==> config.mk <==
export PLATFORM = sky130hd
export DESIGN_NAME = gim_decoder
export DESIGN_NICKNAME = d
export VERILOG_FILES = /design/src/rtl/gim_pkg.sv /design/src/rtl/gim_decoder.sv /design/src/rtl/gim_sync.sv
export VERILOG_INCLUDE_DIRS = /design/src /design/src/rtl
export SDC_FILE = /design/constraint.sdc
export NUM_CORES = 1
export LEC_CHECK = 0
export BUFFER_PORTS_ARGS = -buffer_cell sky130_fd_sc_hd__buf_2
export CORE_UTILIZATION = 35
export DETAILED_ROUTE_END_ITERATION = 10
export PLACE_DENSITY = 0.58
export SKIP_LAST_GASP = 1
export SLEW_MARGIN = 20
export SYNTH_ARGS = -nofsm -noshare
export SYNTH_HDL_FRONTEND = slang
export SYNTH_SLANG_ARGS = --single-unit
==> constraint.sdc <==
create_clock -name clk -period 1.9 [get_ports clk]
set_input_delay 0.38 -clock clk [delete_from_list [all_inputs] [get_ports clk]]
set_output_delay 0.38 -clock clk [all_outputs]
set_load 0.02 [all_outputs]
==> src/rtl/gim_defs.svh <==
// bus command codes, address limits and reset values for the interface message decoder
`ifndef GIM_DEFS_SVH
`define GIM_DEFS_SVH

// ----------------------------------------
// addressed commands
// ----------------------------------------
`define GIM_CMD_GTL 7'h01
`define GIM_CMD_GTR 7'h02
`define GIM_CMD_SDC 7'h04
`define GIM_CMD_PPC 7'h05
`define GIM_CMD_GET 7'h08

// ----------------------------------------
// universal commands
// ----------------------------------------
`define GIM_CMD_LLO 7'h11
`define GIM_CMD_DCL 7'h14
`define GIM_CMD_PPU 7'h15
`define GIM_CMD_SPE 7'h18
`define GIM_CMD_SPD 7'h19

// ----------------------------------------
// address groups
// ----------------------------------------
`define GIM_GRP_LISTEN 2'h1
`define GIM_GRP_TALK 2'h2
`define GIM_GRP_SECOND 2'h3
`define GIM_CMD_UNL 7'h3F
`define GIM_SEC_PPD_BIT 4
`define GIM_ADDR_MAX 5'h1E
`define GIM_ADDR_DEF 5'h14

// ----------------------------------------
// data terminator
// ----------------------------------------
`define GIM_CHAR_LF 8'h0A

`endif

==> src/rtl/gim_pkg.sv <==
// types shared by the interface message decoder
package gim_pkg;

  // remote/local state of the instrument
  typedef enum logic [1:0] {
    GIM_LOCAL,
    GIM_REMOTE,
    GIM_LOCAL_LOCK,
    GIM_REMOTE_LOCK
  } gim_rl_e;

  typedef struct packed {
    gim_rl_e rl;
    logic remote;
    logic lockout;
    logic listen;
    logic talk;
    logic serial_poll;
    logic pp_pend;
    logic pp_enabled;
    logic [3:0] pp_resp;
    logic trig;
    logic dev_clr;
    logic rx_valid;
    logic [7:0] rx_data;
    logic rx_end;
    logic [4:0] own_addr;
    logic dav_prev;
    logic ext_prev;
    logic ndac_pull;
  } gim_state_s;

endpackage

==> src/rtl/gim_decoder.sv <==
// interface message decoder: bus commands, addressing, remote/local, polls, trigger
`timescale 1ns/10ps
`include "gim_defs.svh"
module gim_decoder (
  // clock and reset
  input wire logic clk,
  input wire logic rst_n,
  // bus pins; control lines active low, dio and ndac_pull active high
  input wire logic atn_n,
  input wire logic ifc_n,
  input wire logic eoi_n,
  input wire logic dav_n,
  input wire logic [7:0] dio,
  output logic ndac_pull,
  // front panel and trigger pins
  input wire logic local_req,
  input wire logic ext_trig,
  // settings from the host logic
  input wire logic addr_wr,
  input wire logic [4:0] addr_in,
  input wire logic lf_term_en,
  // state and events
  output logic [4:0] own_addr,
  output logic listen,
  output logic talk,
  output logic remote,
  output logic lockout,
  output logic serial_poll,
  output logic pp_enabled,
  output logic [3:0] pp_resp,
  output logic trig,
  output logic dev_clr,
  output logic rx_valid,
  output logic [7:0] rx_data,
  output logic rx_end
);
  import gim_pkg::*;

  // ----------------------------------------
  // pin synchronisers
  // ----------------------------------------
  logic [13:0] pins_s;
  logic atn_s;
  logic ifc_s;
  logic eoi_s;
  logic dav_s;
  logic loc_s;
  logic ext_s;
  logic [7:0] dio_s;

  // data is sampled through the same chain as dav; the talker settles it before dav falls
  // reset value is the idle level of each pin, so no false edge or clear follows reset
  gim_sync #(.W(14), .RST(14'h3C00)) u_sync (
    .clk(clk),
    .rst_n(rst_n),
    .d({atn_n, ifc_n, eoi_n, dav_n, local_req, ext_trig, dio}),
    .q(pins_s)
  );
  assign {atn_s, ifc_s, eoi_s, dav_s, loc_s, ext_s, dio_s} = pins_s;

  // ----------------------------------------
  // decode helpers
  // ----------------------------------------
  function automatic logic is_group(input logic [6:0] c, input logic [1:0] g);
    is_group = (c[6:5] == g);
  endfunction

  gim_state_s r;
  gim_state_s next_r;
  logic take;
  logic take_cmd;
  logic take_data;
  logic [6:0] code;

  // a byte is taken on the falling edge of the synchronised data-valid
  assign take = r.dav_prev & ~dav_s;
  assign take_cmd = take & ~atn_s;
  assign take_data = take & atn_s;
  // bit 7 carries parity on some controllers, so commands ignore it
  assign code = dio_s[6:0];

  // ----------------------------------------
  // next state
  // ----------------------------------------
  always_comb
  begin
    next_r = r;
    next_r.trig = 1'b0;
    next_r.dev_clr = 1'b0;
    next_r.rx_valid = 1'b0;
    next_r.dav_prev = dav_s;
    next_r.ext_prev = ext_s;
    // release ndac once a byte we care about is taken
    next_r.ndac_pull = dav_s & (~atn_s | r.listen);

    if (addr_wr && addr_in <= `GIM_ADDR_MAX)
      next_r.own_addr = addr_in;

    if (ext_s && !r.ext_prev)
      next_r.trig = 1'b1;

    // panel local only when not locked
    if (loc_s && r.rl == GIM_REMOTE)
      next_r.rl = GIM_LOCAL;

    if (take_cmd)
    begin
      // a parallel poll configure only qualifies the very next command byte
      next_r.pp_pend = 1'b0;
      case (code)
        `GIM_CMD_GTL:
        begin
          if (r.listen)
            next_r.rl = GIM_LOCAL;
        end
        `GIM_CMD_GTR:
        begin
          if (r.listen)
            next_r.rl = (r.rl == GIM_LOCAL_LOCK || r.rl == GIM_REMOTE_LOCK) ? GIM_REMOTE_LOCK : GIM_REMOTE;
        end
        `GIM_CMD_SDC:
        begin
          if (r.listen)
            next_r.dev_clr = 1'b1;
        end
        `GIM_CMD_PPC:
        begin
          if (r.listen)
            next_r.pp_pend = 1'b1;
        end
        `GIM_CMD_GET:
        begin
          if (r.listen)
            next_r.trig = 1'b1;
        end
        `GIM_CMD_LLO:
        begin
          if (r.rl == GIM_LOCAL)
            next_r.rl = GIM_LOCAL_LOCK;
          else if (r.rl == GIM_REMOTE)
            next_r.rl = GIM_REMOTE_LOCK;
        end
        `GIM_CMD_DCL:
        begin
          next_r.dev_clr = 1'b1;
        end
        `GIM_CMD_PPU:
        begin
          next_r.pp_enabled = 1'b0;
        end
        `GIM_CMD_SPE:
        begin
          next_r.serial_poll = 1'b1;
        end
        `GIM_CMD_SPD:
        begin
          next_r.serial_poll = 1'b0;
        end
        default:
        begin
          if (is_group(code, `GIM_GRP_LISTEN))
          begin
            if (code == `GIM_CMD_UNL)
              next_r.listen = 1'b0;
            else if (code[4:0] == r.own_addr)
              next_r.listen = 1'b1;
          end
          else if (is_group(code, `GIM_GRP_TALK))
          begin
            // another talker or untalk drops our talk state
            next_r.talk = (code[4:0] == r.own_addr);
          end
          else if (is_group(code, `GIM_GRP_SECOND) && r.pp_pend)
          begin
            next_r.pp_enabled = ~code[`GIM_SEC_PPD_BIT];
            if (!code[`GIM_SEC_PPD_BIT])
              next_r.pp_resp = code[3:0];
          end
        end
      endcase
    end
    else if (take_data && r.listen)
    begin
      next_r.rx_valid = 1'b1;
      next_r.rx_data = dio_s;
      next_r.rx_end = ~eoi_s | (lf_term_en & (dio_s == `GIM_CHAR_LF));
    end

    // clear line overrides bus traffic for listen, talk, serial poll, pending configure and received data
    if (!ifc_s)
    begin
      next_r.listen = 1'b0;
      next_r.talk = 1'b0;
      next_r.serial_poll = 1'b0;
      next_r.pp_pend = 1'b0;
      next_r.rx_valid = 1'b0;
    end

    next_r.remote = (next_r.rl == GIM_REMOTE) || (next_r.rl == GIM_REMOTE_LOCK);
    next_r.lockout = (next_r.rl == GIM_LOCAL_LOCK) || (next_r.rl == GIM_REMOTE_LOCK);
  end

  // ----------------------------------------
  // state register
  // ----------------------------------------
  always_ff @(posedge clk or negedge rst_n)
  begin
    if (!rst_n)
    begin
      r <= '0;
      r.rl <= GIM_LOCAL;
      r.own_addr <= `GIM_ADDR_DEF;
      r.dav_prev <= 1'b1;
      r.ndac_pull <= 1'b1;
    end
    else
      r <= next_r;
  end

  assign own_addr = r.own_addr;
  assign listen = r.listen;
  assign talk = r.talk;
  assign remote = r.remote;
  assign lockout = r.lockout;
  assign serial_poll = r.serial_poll;
  assign pp_enabled = r.pp_enabled;
  assign pp_resp = r.pp_resp;
  assign trig = r.trig;
  assign dev_clr = r.dev_clr;
  assign rx_valid = r.rx_valid;
  assign rx_data = r.rx_data;
  assign rx_end = r.rx_end;
  assign ndac_pull = r.ndac_pull;
endmodule

==> src/rtl/gim_sync.sv <==
// two-flop synchroniser for bus pins and other asynchronous inputs
`timescale 1ns/10ps
module gim_sync #(
  parameter int W = 1,
  parameter logic [W-1:0] RST = '0
) (
  // clock and reset
  input wire logic clk,
  input wire logic rst_n,
  // asynchronous input and synchronised output
  input wire logic [W-1:0] d,
  output logic [W-1:0] q
);
  logic [W-1:0] meta;

  always_ff @(posedge clk or negedge rst_n)
  begin
    if (!rst_n)
    begin
      meta <= RST;
      q <= RST;
    end
    else
    begin
      meta <= d;
      q <= meta;
    end
  end
endmodule
==> results of run 1 <==
==> worst register-to-register path, cell delays in order, from the launching register on <==
cell	delay, ps
dfstp_2	540
nor3b_4	250
o31ai_4	130
nor4b_4	250
and4_4	310
mux2_4	300
==> stage by stage <==
| stage | instance area, sq um | setup WS [ps] | util |
|---|---|---|---|
| 2_1_floorplan | 2470 | -21.4 | - |
| 4_1_cts | 3040 | -2.92 | 0.447 |
| 3_3_place_gp | 2820 | 28.8 | 0.415 |
| 5_1_grt | 3040 | -69.1 | 0.448 |
| 6_report | 3040 | -3.50 | 0.448 |
| 3_5_place_dp | 2820 | 16.0 | 0.415 |
==> flip-flops by register name, indices dropped and copies added, names as in the netlist, 4 cells and up <==
register     count
pp_resp          4
u_sync.q        14
rx_data          8
own_addr         5
r                4
u_sync.meta     14
==> area by class of cell <==
type	instances	area [sq um]	share of cell area
Clock inverter	5	75.1	0.0247
Tap cell	96	120	0.0395
Sequential cell	60	1520	0.499
Clock buffer	11	141	0.0465
Inverter	10	37.5	0.0123
Multi-Input combinational cell	91	737	0.242
Timing Repair Buffer	70	413	0.136
==> kinds of logic after synthesis <==
| logic type | share of synthesized area |
|---|---|
| buffers and inverters | 0.0891 |
| XOR/XNOR | 0.0178 |
| multiplexers | 0.0825 |
| AND/OR/NAND/NOR | 0.121 |
| AO/OA/AOI/OAI | 0.0575 |
| flip-flops | 0.617 |
| adder cells (fa/ha/maj) | 0.0153 |
==> report_power, final <==
group / internal, uW / leakage (uW) / switching [uW]
sequential: 1340 / 0.000735 / 34.4
combinational: 85.7 / 0.000668 / 105
clock: 767 / 0.000113 / 459
==> metal layers <==
layer,wire length [microns],up-vias,GRT usage
met5,0,-,0
met4,107,0,0.0924
met3,231,10,0.0510
met2,2030,41,0.200
met1,2020,700,0.173
li1,-,737,-
==> repair_timing <==
action	4_1_cts	5_1_grt
setup endpoints to repair	3	5
hold buffers	0	0
resized for setup	0	1
==> layout by cell type, fill, tap and decap left out, drive strengths merged, types with 4 or more instances in the layout <==
| cell type | synthesis | final |
|---|---|---|
| nand2 | 15 | 15 |
| o21ai | 7 | 7 |
| dfstp | 12 | 12 |
| nor2 | 5 | 5 |
| dfrtp | 48 | 48 |
| mux2 | 14 | 14 |
| inv | 10 | 10 |
| buf | 20 | 70 |
| nand3 | 5 | 5 |
| nor4 | 4 | 4 |
| xnor2 | 5 | 5 |
| clkbuf | 2 | 11 |
==> worst min-delay path by stage <==
stage | start | cells past startpoint | slack (ps) | end
global placement | u_sync.meta[9]$_DFF_PN0_ | 0 | 330 | u_sync.q[9]$_DFF_PN0_
detailed placement | u_sync.meta[7]$_DFF_PN0_ | 0 | 330 | u_sync.q[7]$_DFF_PN0_
global route | rst_n | 2 | 50 | own_addr[3]$_DFFE_PN0P_
floorplan | rst_n | 0 | 80 | dev_clr$_DFF_PN0_
finish | rst_n | 2 | 20 | own_addr[0]$_DFFE_PN0P_
CTS | rst_n | 2 | 40 | u_sync.q[8]$_DFF_PN0_
==> results.py, run 1 <==
metrics = {
    "route": {
        "ant_nets": 0,
        "drt_iter0_drc": 76,
        "wirelength_mm": 4.38,
        "wire_per_inst_microns": 12.8,
        "drc": 1,
        "viasPerCell": 4.34,
        "vias": 1488,
        "dr.pass1.iters": 7,
    },
    "yosys": {
        "ys_seq_area_frac": 0.617,
        "postSynthCellCount": 183,
        "syn_area_per_cell_sq_um": 13.4,
        "syn_nets": 209,
        "yosysMostFrequentCell": "dfrtp_1",
        "synth_common_cells": "48 x dfrtp_1, 17 x buf_4, 15 x nand2_1",
        "ys_ff_latch": 60,
        "synth-main-ff-cell": "dfrtp_1",
        "synth_edf_count": 0,
        "yosys.area.top_type": "dfrtp_1",
        "yosysUniqueCellTypes": 45,
        "yosys_warnings": 0,
        "async_flop_share": 1.00,
        "yosys-top-cells-area": "dfrtp_1 49%, dfstp_2 13%, buf_4 5.2%, mux2_1 4.6%, mux2_4 2.4%",
        "synth_top_area_share": 0.489,
        "syn-cell-area_sq_um": 2460,
    },
    "critical_path": {
        "cpMaxStageDelayCell": "dfstp_2",
        "crit_fanout": 4,
        "cp_num_cells": 5,
        "crit_path_max_incr_delay_ps": 540,
        "cp_data_arrival_time_ps": 2120,
        "cp_top_family": "simple AND/OR/NAND/NOR gates",
        "r2r-end": "pp_resp[0]$_DFFE_PN0P_",
        "ff2ff_path_depth": 5,
        "path_class": "register to register",
        "r2r_slack_ps": -3,
        "cp-startpoint": "r[2]$_DFF_PN1_",
        "cp-end-kind": "register",
        "cp-endpoint": "pp_resp[0]$_DFFE_PN0P_",
        "worstPathRequired_ps": 2120,
        "path_cells": "nor3b_4 -> o31ai_4 -> nor4b_4 -> and4_4 -> mux2_4",
        "crit_path_start_kind": "register",
        "crit_buf_inv": 0,
        "r2r-start": "r[2]$_DFF_PN1_",
    },
    "die": {
        "ios": 51,
        "die_w_microns": 85.8,
        "core_sq_um": 6790,
        "num_rows": 30,
        "die-area_sq_um": 7360,
        "start_util": 0.362,
        "fp.dieH_microns": 85.8,
    },
    "hold_path": {
        "min_path_type": "primary input to asynchronous set/reset pin",
    },
    "outcome": {
        "violations": "DRC, setup timing",
        "status": "finished with violations",
    },
    "clock_network": {
        "clkTransAtPathRegs_ps": 60,
        "cts_root_buf": "clkbuf_8",
        "worstSkewPairLatency_ps": 340,
        "cts.path.max_buffers": 2,
        "cts-buffers-inserted": 9,
        "htree_levels": 3,
        "cts_sinks": 60,
        "post_cts_buffers": 0,
        "cts_tree": "done",
    },
    "sta": {
        "holdWs_ps": 18.3,
        "slew_headroom": 0.721,
        "fmax_ghz": 0.525,
        "fin_crit_sh": 1.00,
        "setup_ws_ps": -3.50,
        "maxSlewViolCount": 0,
        "worst_slew_pin_slew_ps": 416,
        "setup_tns_ps": -7.58,
        "fin_skew_ps": 6.71,
        "period_needed_ps": 1900,
        "finalHoldViolCount": 0,
        "rsz0062_at_grt": "true",
        "setup_viol": 3,
    },
    "pwr": {
        "p_leak_uw": 0.00152,
        "power_density_nw_per_um2": 917,
        "ir_worst_vdd_mv": 0.449,
        "finalPower_uw": 2790,
    },
    "layout": {
        "nNetsFinal": 268,
        "num_antenna_cells": 0,
        "drive_gt1_frac": 0.445,
        "fin_cells": 343,
        "num-fill-cells": 626,
        "area_growth_pct": 23.7,
    },
    "grt": {
        "grt_start_max_net_pins": 61,
        "grt_pass1_vias": 1481,
        "grt.total_usage": 0.138,
        "overflow": 0,
        "grt_first_pass_wirelength_mm": 7.29,
        "antenna_found_initial": 0,
    },
    "placed_design": {
        "hpwl_mm": 3.24,
        "place_congestion": 0.839,
        "io_buffers": 50,
        "dp.cells": 327,
    },
    "job": {
        "max_cap_viol_count": 0,
    },
}
No activity file was read; power rests on OpenSTA's default activity.
==> run 2, diff against run 1 <==
--- a/config.mk
+++ b/config.mk
@@ -8,10 +8,12 @@
 export LEC_CHECK = 0
 export BUFFER_PORTS_ARGS = -buffer_cell sky130_fd_sc_hd__buf_2
 export CORE_UTILIZATION = 35
+export CTS_BUF_LIST = sky130_fd_sc_hd__clkbuf_8
 export DETAILED_ROUTE_END_ITERATION = 10
 export PLACE_DENSITY = 0.58
 export SKIP_LAST_GASP = 1
 export SLEW_MARGIN = 20
 export SYNTH_ARGS = -nofsm -noshare
 export SYNTH_HDL_FRONTEND = slang
+export SYNTH_HIERARCHICAL = 1
 export SYNTH_SLANG_ARGS = --single-unit
==> results.py, run 2 <==
metrics = {
    "critical_path": {
        "crit_path_start_kind": "register",
        "cp-end-kind": "register",
        "path_class": "register to register",
        "crit_fanout": 4,
        "worstPathRequired_ps": 2120,
        "cp_data_arrival_time_ps": 2260,
    },
    "sta": {
        "period_needed_ps": 2040,
        "finalHoldViolCount": 0,
        "fin_skew_ps": 9.30,
        "setup_tns_ps": -560,
        "setup_viol": 5,
        "rsz0062_at_grt": "true",
        "setup_ws_ps": -142,
        "worst_slew_pin_slew_ps": 447,
        "fmax_ghz": 0.490,
        "holdWs_ps": 26.6,
        "slew_headroom": 0.700,
        "maxSlewViolCount": 0,
        "fin_crit_sh": 1.07,
    },
    "layout": {
        "num_antenna_cells": 0,
        "final_common_cell": "buf_2",
        "nNetsFinal": 280,
        "final_cell_mix": "50 x buf_2, 48 x dfrtp_1, 22 x buf_4, 16 x nand2_1, 12 x dfstp_2",
        "num-fill-cells": 640,
        "area_growth_pct": 25.2,
        "drive_gt1_frac": 0.459,
    },
    "yosys": {
        "yosys-top-cells-area": "dfrtp_1 49%, dfstp_2 13%, buf_4 5.2%, mux2_2 4.6%, mux2_4 2.5%",
        "synth_common_cells": "48 x dfrtp_1, 17 x buf_4, 16 x nand2_1",
        "ys_seq_area_frac": 0.619,
        "syn-cell-area_sq_um": 2450,
        "yosys_warnings": 6,
        "yosysUniqueCellTypes": 45,
        "async_flop_share": 1.00,
        "synth_edf_count": 0,
        "yosys.area.top_type": "dfrtp_1",
        "syn_nets": 219,
        "syn_area_per_cell_sq_um": 12.7,
        "yosysMostFrequentCell": "dfrtp_1",
        "synth_top_area_share": 0.490,
        "ys_ff_latch": 60,
        "postSynthCellCount": 193,
        "synth-main-ff-cell": "dfrtp_1",
    },
    "grt": {
        "grtUsageMet2": 0.208,
        "grt_busiest_layer": "met2",
        "grt.total_usage": 0.143,
        "met3_usage": 0.0366,
        "antenna_found_initial": 0,
        "overflow": 0,
        "use_met1": 0.183,
        "grt_first_pass_wirelength_mm": 7.69,
        "grt_pass1_vias": 1577,
        "grt_start_max_net_pins": 61,
    },
    "clock_network": {
        "cts_hold_buf": 0,
        "cts-buffers-inserted": 9,
        "cts_sinks": 60,
        "cts.path.max_buffers": 2,
        "htree_levels": 3,
        "cts_root_buf": "clkbuf_8",
        "clkTransAtPathRegs_ps": 70,
        "cts_tree": "done",
        "worstSkewPairLatency_ps": 340,
    },
    "route": {
        "drc": 0,
        "dr.pass1.iters": 4,
        "drt_iter0_drc": 81,
        "viasPerCell": 4.52,
        "wire_per_inst_microns": 13.1,
        "vias": 1604,
        "ant_nets": 0,
        "wirelength_mm": 4.65,
    },
    "job": {
        "max_cap_viol_count": 0,
    },
    "die": {
        "die_w_microns": 85.7,
        "die-area_sq_um": 7340,
        "fp.dieH_microns": 85.7,
        "num_rows": 30,
        "ios": 51,
        "start_util": 0.361,
        "core_sq_um": 6790,
    },
    "pwr": {
        "power_density_nw_per_um2": 869,
        "p_leak_uw": 0.00148,
        "ir_worst_vdd_mv": 0.465,
    },
    "placed_design": {
        "place_congestion": 0.854,
        "io_buffers": 50,
        "hpwl_mm": 3.30,
    },
    "outcome": {
        "status": "finished with violations",
        "violations": "setup timing",
    },
    "hold_path": {
        "min_path_type": "primary input to asynchronous set/reset pin",
    },
}
## run 2: changes by cell type after synthesis, sizes merged, moves of 2 or more
cell	change
nor2b	+4
nor4	-4
nand3	+3
o311ai	+3
inv	-2
mux2i	-2
nor4b	-2
o32ai	+2
or3	+2
## run 2: worst paths after layout
path | from | end | slack (ps) | cells after the start
worst max register to register | r[2]$_DFF_PN1_ | pp_resp[3]$_DFFE_PN0P_ | -140 | 5
worst min register to register | u_sync/meta[5]$_DFF_PN0_ | u_sync/q[5]$_DFF_PN0_ | 350 | 0
min in group clk | ifc_n | u_sync/meta[12]$_DFF_PN1_ | 140 | 1
worst min-delay path | rst_n | own_addr[0]$_DFFE_PN0P_ | 30 | 2
max in group asynchronous | rst_n | u_sync/q[12]$_DFF_PN1_ | 1550 | 2
worst max-delay path | r[2]$_DFF_PN1_ | pp_resp[3]$_DFFE_PN0P_ | -140 | 5
## run 2: through the flow
stage,cell area (sq um),total power (uW),utilization,worst slack [ps],std cells
after floorplan,2450,1510,-,-172,193
after global placement,2830,1600,0.416,-127,337
after detailed placement,2830,1610,0.416,-161,337
after CTS,3060,2710,0.450,-127,355
after global routing,3070,2800,0.451,-176,355
final,3070,2670,0.451,-142,355
## run 2: worst max-delay path, cell delays in order (launching register included)
cell and delay [ps]:
dfstp_2 530, or3b_4 400, a31oi_4 160, o311ai_2 130
or3_4 390, mux2_4 310
## run 2: cell type report
| class | count | area, sq um | area share |
|---|---|---|---|
| flip-flops and latches | 60 | 1520 | 0.494 |
| multi-input cells | 102 | 776 | 0.253 |
| repair buffers | 73 | 435 | 0.142 |
| clock buffers | 10 | 138 | 0.0449 |
| well taps | 96 | 120 | 0.0392 |
| clock inverters | 6 | 51.3 | 0.0167 |
| inverters | 8 | 30.0 | 0.00979 |
## run 2: where the power goes
part	internal, uW	total, uW	switching [uW]
clock	622	1080	456
sequential	1340	1370	31.7
combinational	99.4	218	119
## run 2: layer usage
| layer | up-vias | wire [microns] |
|---|---|---|
| met5 | - | 0 |
| met4 | 0 | 149 |
| met3 | 14 | 202 |
| met2 | 43 | 2180 |
| met1 | 767 | 2120 |
| li1 | 780 | - |
## run 2: repair_timing
item	4_1_cts	5_1_grt
setup endpoints to repair	5	7
gates resized for setup	3	2
setup buffers	2	0
gates cloned	0	0
## run 2: cell families (layout without fill, tap and decap cells)
kind of cell / Yosys count / in the layout / synth area share
and+or+nand+nor: 53 / 53 / 0.118
buffers and inverters: 31 / 97 / 0.0781
muxes: 15 / 15 / 0.0746
AOI/OAI and AO/OA: 25 / 25 / 0.0730
DFF: 60 / 60 / 0.619
adders and majority gates: 3 / 3 / 0.0153
xor gates and xnor gates: 6 / 6 / 0.0215
==> run 3, diff against run 2 <==
--- a/config.mk
+++ b/config.mk
@@ -8,7 +8,6 @@
 export LEC_CHECK = 0
 export BUFFER_PORTS_ARGS = -buffer_cell sky130_fd_sc_hd__buf_2
 export CORE_UTILIZATION = 35
-export CTS_BUF_LIST = sky130_fd_sc_hd__clkbuf_8
 export DETAILED_ROUTE_END_ITERATION = 10
 export PLACE_DENSITY = 0.58
 export SKIP_LAST_GASP = 1
==> results.py, run 3 (synthesized netlist as in run 2, its figures left out) <==
metrics = {
    "outcome": {
        "status": "finished with violations",
        "violations": "setup timing",
    },
    "die": {
        "num_rows": 30,
        "die_w_microns": 85.7,
        "fp.dieH_microns": 85.7,
        "core_sq_um": 6790,
        "ios": 51,
        "start_util": 0.361,
        "die-area_sq_um": 7340,
    },
    "critical_path": {
        "cp_data_arrival_time_ps": 2260,
        "worstPathRequired_ps": 2120,
        "r2r_slack_ps": -140,
        "crit_path_max_incr_delay_ps": 530,
        "r2r-start": "r[2]$_DFF_PN1_",
        "cp-end-kind": "register",
        "path_class": "register to register",
        "r2r-end": "pp_resp[3]$_DFFE_PN0P_",
        "ff2ff_path_depth": 5,
        "crit_fanout": 4,
        "cpMaxStageDelayCell": "dfstp_2",
        "path_cells": "or3b_4 -> a31oi_4 -> o311ai_2 -> or3_4 -> mux2_4",
        "crit_path_start_kind": "register",
    },
    "hold_path": {
        "min_path_type": "primary input to asynchronous set/reset pin",
    },
    "sta": {
        "rsz0062_at_grt": "true",
        "setup_ws_ps": -143,
        "slew_headroom": 0.708,
        "setup_viol": 5,
        "setup_tns_ps": -569,
        "fin_skew_ps": 9.24,
        "maxSlewViolCount": 0,
        "period_needed_ps": 2040,
        "fmax_ghz": 0.489,
        "holdWs_ps": 26.4,
        "finalHoldViolCount": 0,
        "worst_slew_pin_slew_ps": 435,
        "fin_crit_sh": 1.08,
    },
    "route": {
        "viasPerCell": 4.54,
        "ant_nets": 0,
        "drc": 0,
        "drt_iter0_drc": 81,
        "wire_per_inst_microns": 13.1,
        "dr.pass1.iters": 4,
        "vias": 1611,
        "wirelength_mm": 4.66,
    },
    "clock_network": {
        "cts_tree": "done",
        "cts.path.max_buffers": 2,
        "cts_sinks": 60,
        "cts_root_buf": "clkbuf_8",
        "worstSkewPairLatency_ps": 340,
        "htree_levels": 3,
        "clkTransAtPathRegs_ps": 70,
        "cts-buffers-inserted": 9,
        "cts_hold_buf": 0,
    },
    "layout": {
        "drive_gt1_frac": 0.459,
        "final_common_cell": "buf_2",
        "fin_area_sq_um": 3070,
        "fin_cells": 355,
        "num_antenna_cells": 0,
        "nNetsFinal": 280,
        "area_growth_pct": 25.2,
        "final_cell_mix": "50 x buf_2, 48 x dfrtp_1, 22 x buf_4, 16 x nand2_1, 12 x dfstp_2",
    },
    "pwr": {
        "switching_share": 0.226,
        "finalPower_uw": 2680,
        "ir_worst_vdd_mv": 0.464,
        "power_density_nw_per_um2": 874,
        "seqPwrFrac": 0.511,
        "p_leak_uw": 0.00146,
        "clkPwrFrac": 0.408,
        "p_sw_uw": 606,
        "p_int_uw": 2080,
        "pwr-share-comb": 0.081,
    },
    "job": {
        "max_cap_viol_count": 0,
    },
    "placed_design": {
        "io_buffers": 50,
        "dp.cells": 337,
        "place_area_sq_um": 2830,
        "place_congestion": 0.854,
        "hpwl_mm": 3.30,
    },
    "grt": {
        "grt_start_max_net_pins": 61,
        "antenna_found_initial": 0,
        "grt_first_pass_wirelength_mm": 7.69,
        "overflow": 0,
        "grt_pass1_vias": 1577,
        "grt.total_usage": 0.143,
    },
}
-- run 3: metrics by stage --
step	worst slack [ps]	util
3_3_place_gp	-127	0.416
6_report	-143	0.451
2_1_floorplan	-172	-
3_5_place_dp	-161	0.416
4_1_cts	-127	0.450
5_1_grt	-176	0.451
-- run 3: area by class of cell --
type	count	area (sq um)
Clock buffer	13	149
Clock inverter	3	40.0
Fill cell	640	3730
Inverter	8	30.0
Multi-Input combinational cell	102	776
Sequential cell	60	1520
Tap cell	96	120
Timing Repair Buffer	73	435
-- run 3: routing by layer --
layer | GRT usage | vias up | part of all wire
li1 | - | 781 | -
met1 | 0.183 | 771 | 0.45
met2 | 0.208 | 46 | 0.47
met3 | 0.0366 | 13 | 0.046
met4 | 0.109 | 0 | 0.030
met5 | 0 | - | 0
-- run 3: critical path, delay by kind of cell, from the launching register on --
family / cells / cell delay (ps)
AO/OA/AOI/OAI: 2 / 290
flip-flops: 1 / 530
multiplexers: 1 / 310
AND/OR/NAND/NOR: 2 / 790
-- run 3: how the worst max path moves through the flow --
stage	from	to	slack [ps]	depth (start not counted)
2_1_floorplan	r[2]$_DFF_PN1_	pp_resp[0]$_DFFE_PN0P_	-170	5
3_3_place_gp	r[2]$_DFF_PN1_	pp_resp[1]$_DFFE_PN0P_	-130	5
3_5_place_dp	r[2]$_DFF_PN1_	pp_resp[3]$_DFFE_PN0P_	-160	5
4_1_cts	r[2]$_DFF_PN1_	pp_resp[3]$_DFFE_PN0P_	-130	5
5_1_grt	r[2]$_DFF_PN1_	pp_resp[0]$_DFFE_PN0P_	-180	5
6_report	r[2]$_DFF_PN1_	pp_resp[3]$_DFFE_PN0P_	-140	5
-- run 3: power groups by stage --
stage / clock network (uW) / registers [uW] / logic [uW]
floorplan: 0 / 1390 / 120
global placement: 0 / 1390 / 211
detailed placement: 0 / 1390 / 214
CTS: 1130 / 1370 / 220
global route: 1200 / 1380 / 243
finish: 1090 / 1370 / 218
-- run 3: what timing repair did --
item                       CTS  global route
resized for setup            3             2
buffers inserted             2             0
setup endpoints to repair    5             7
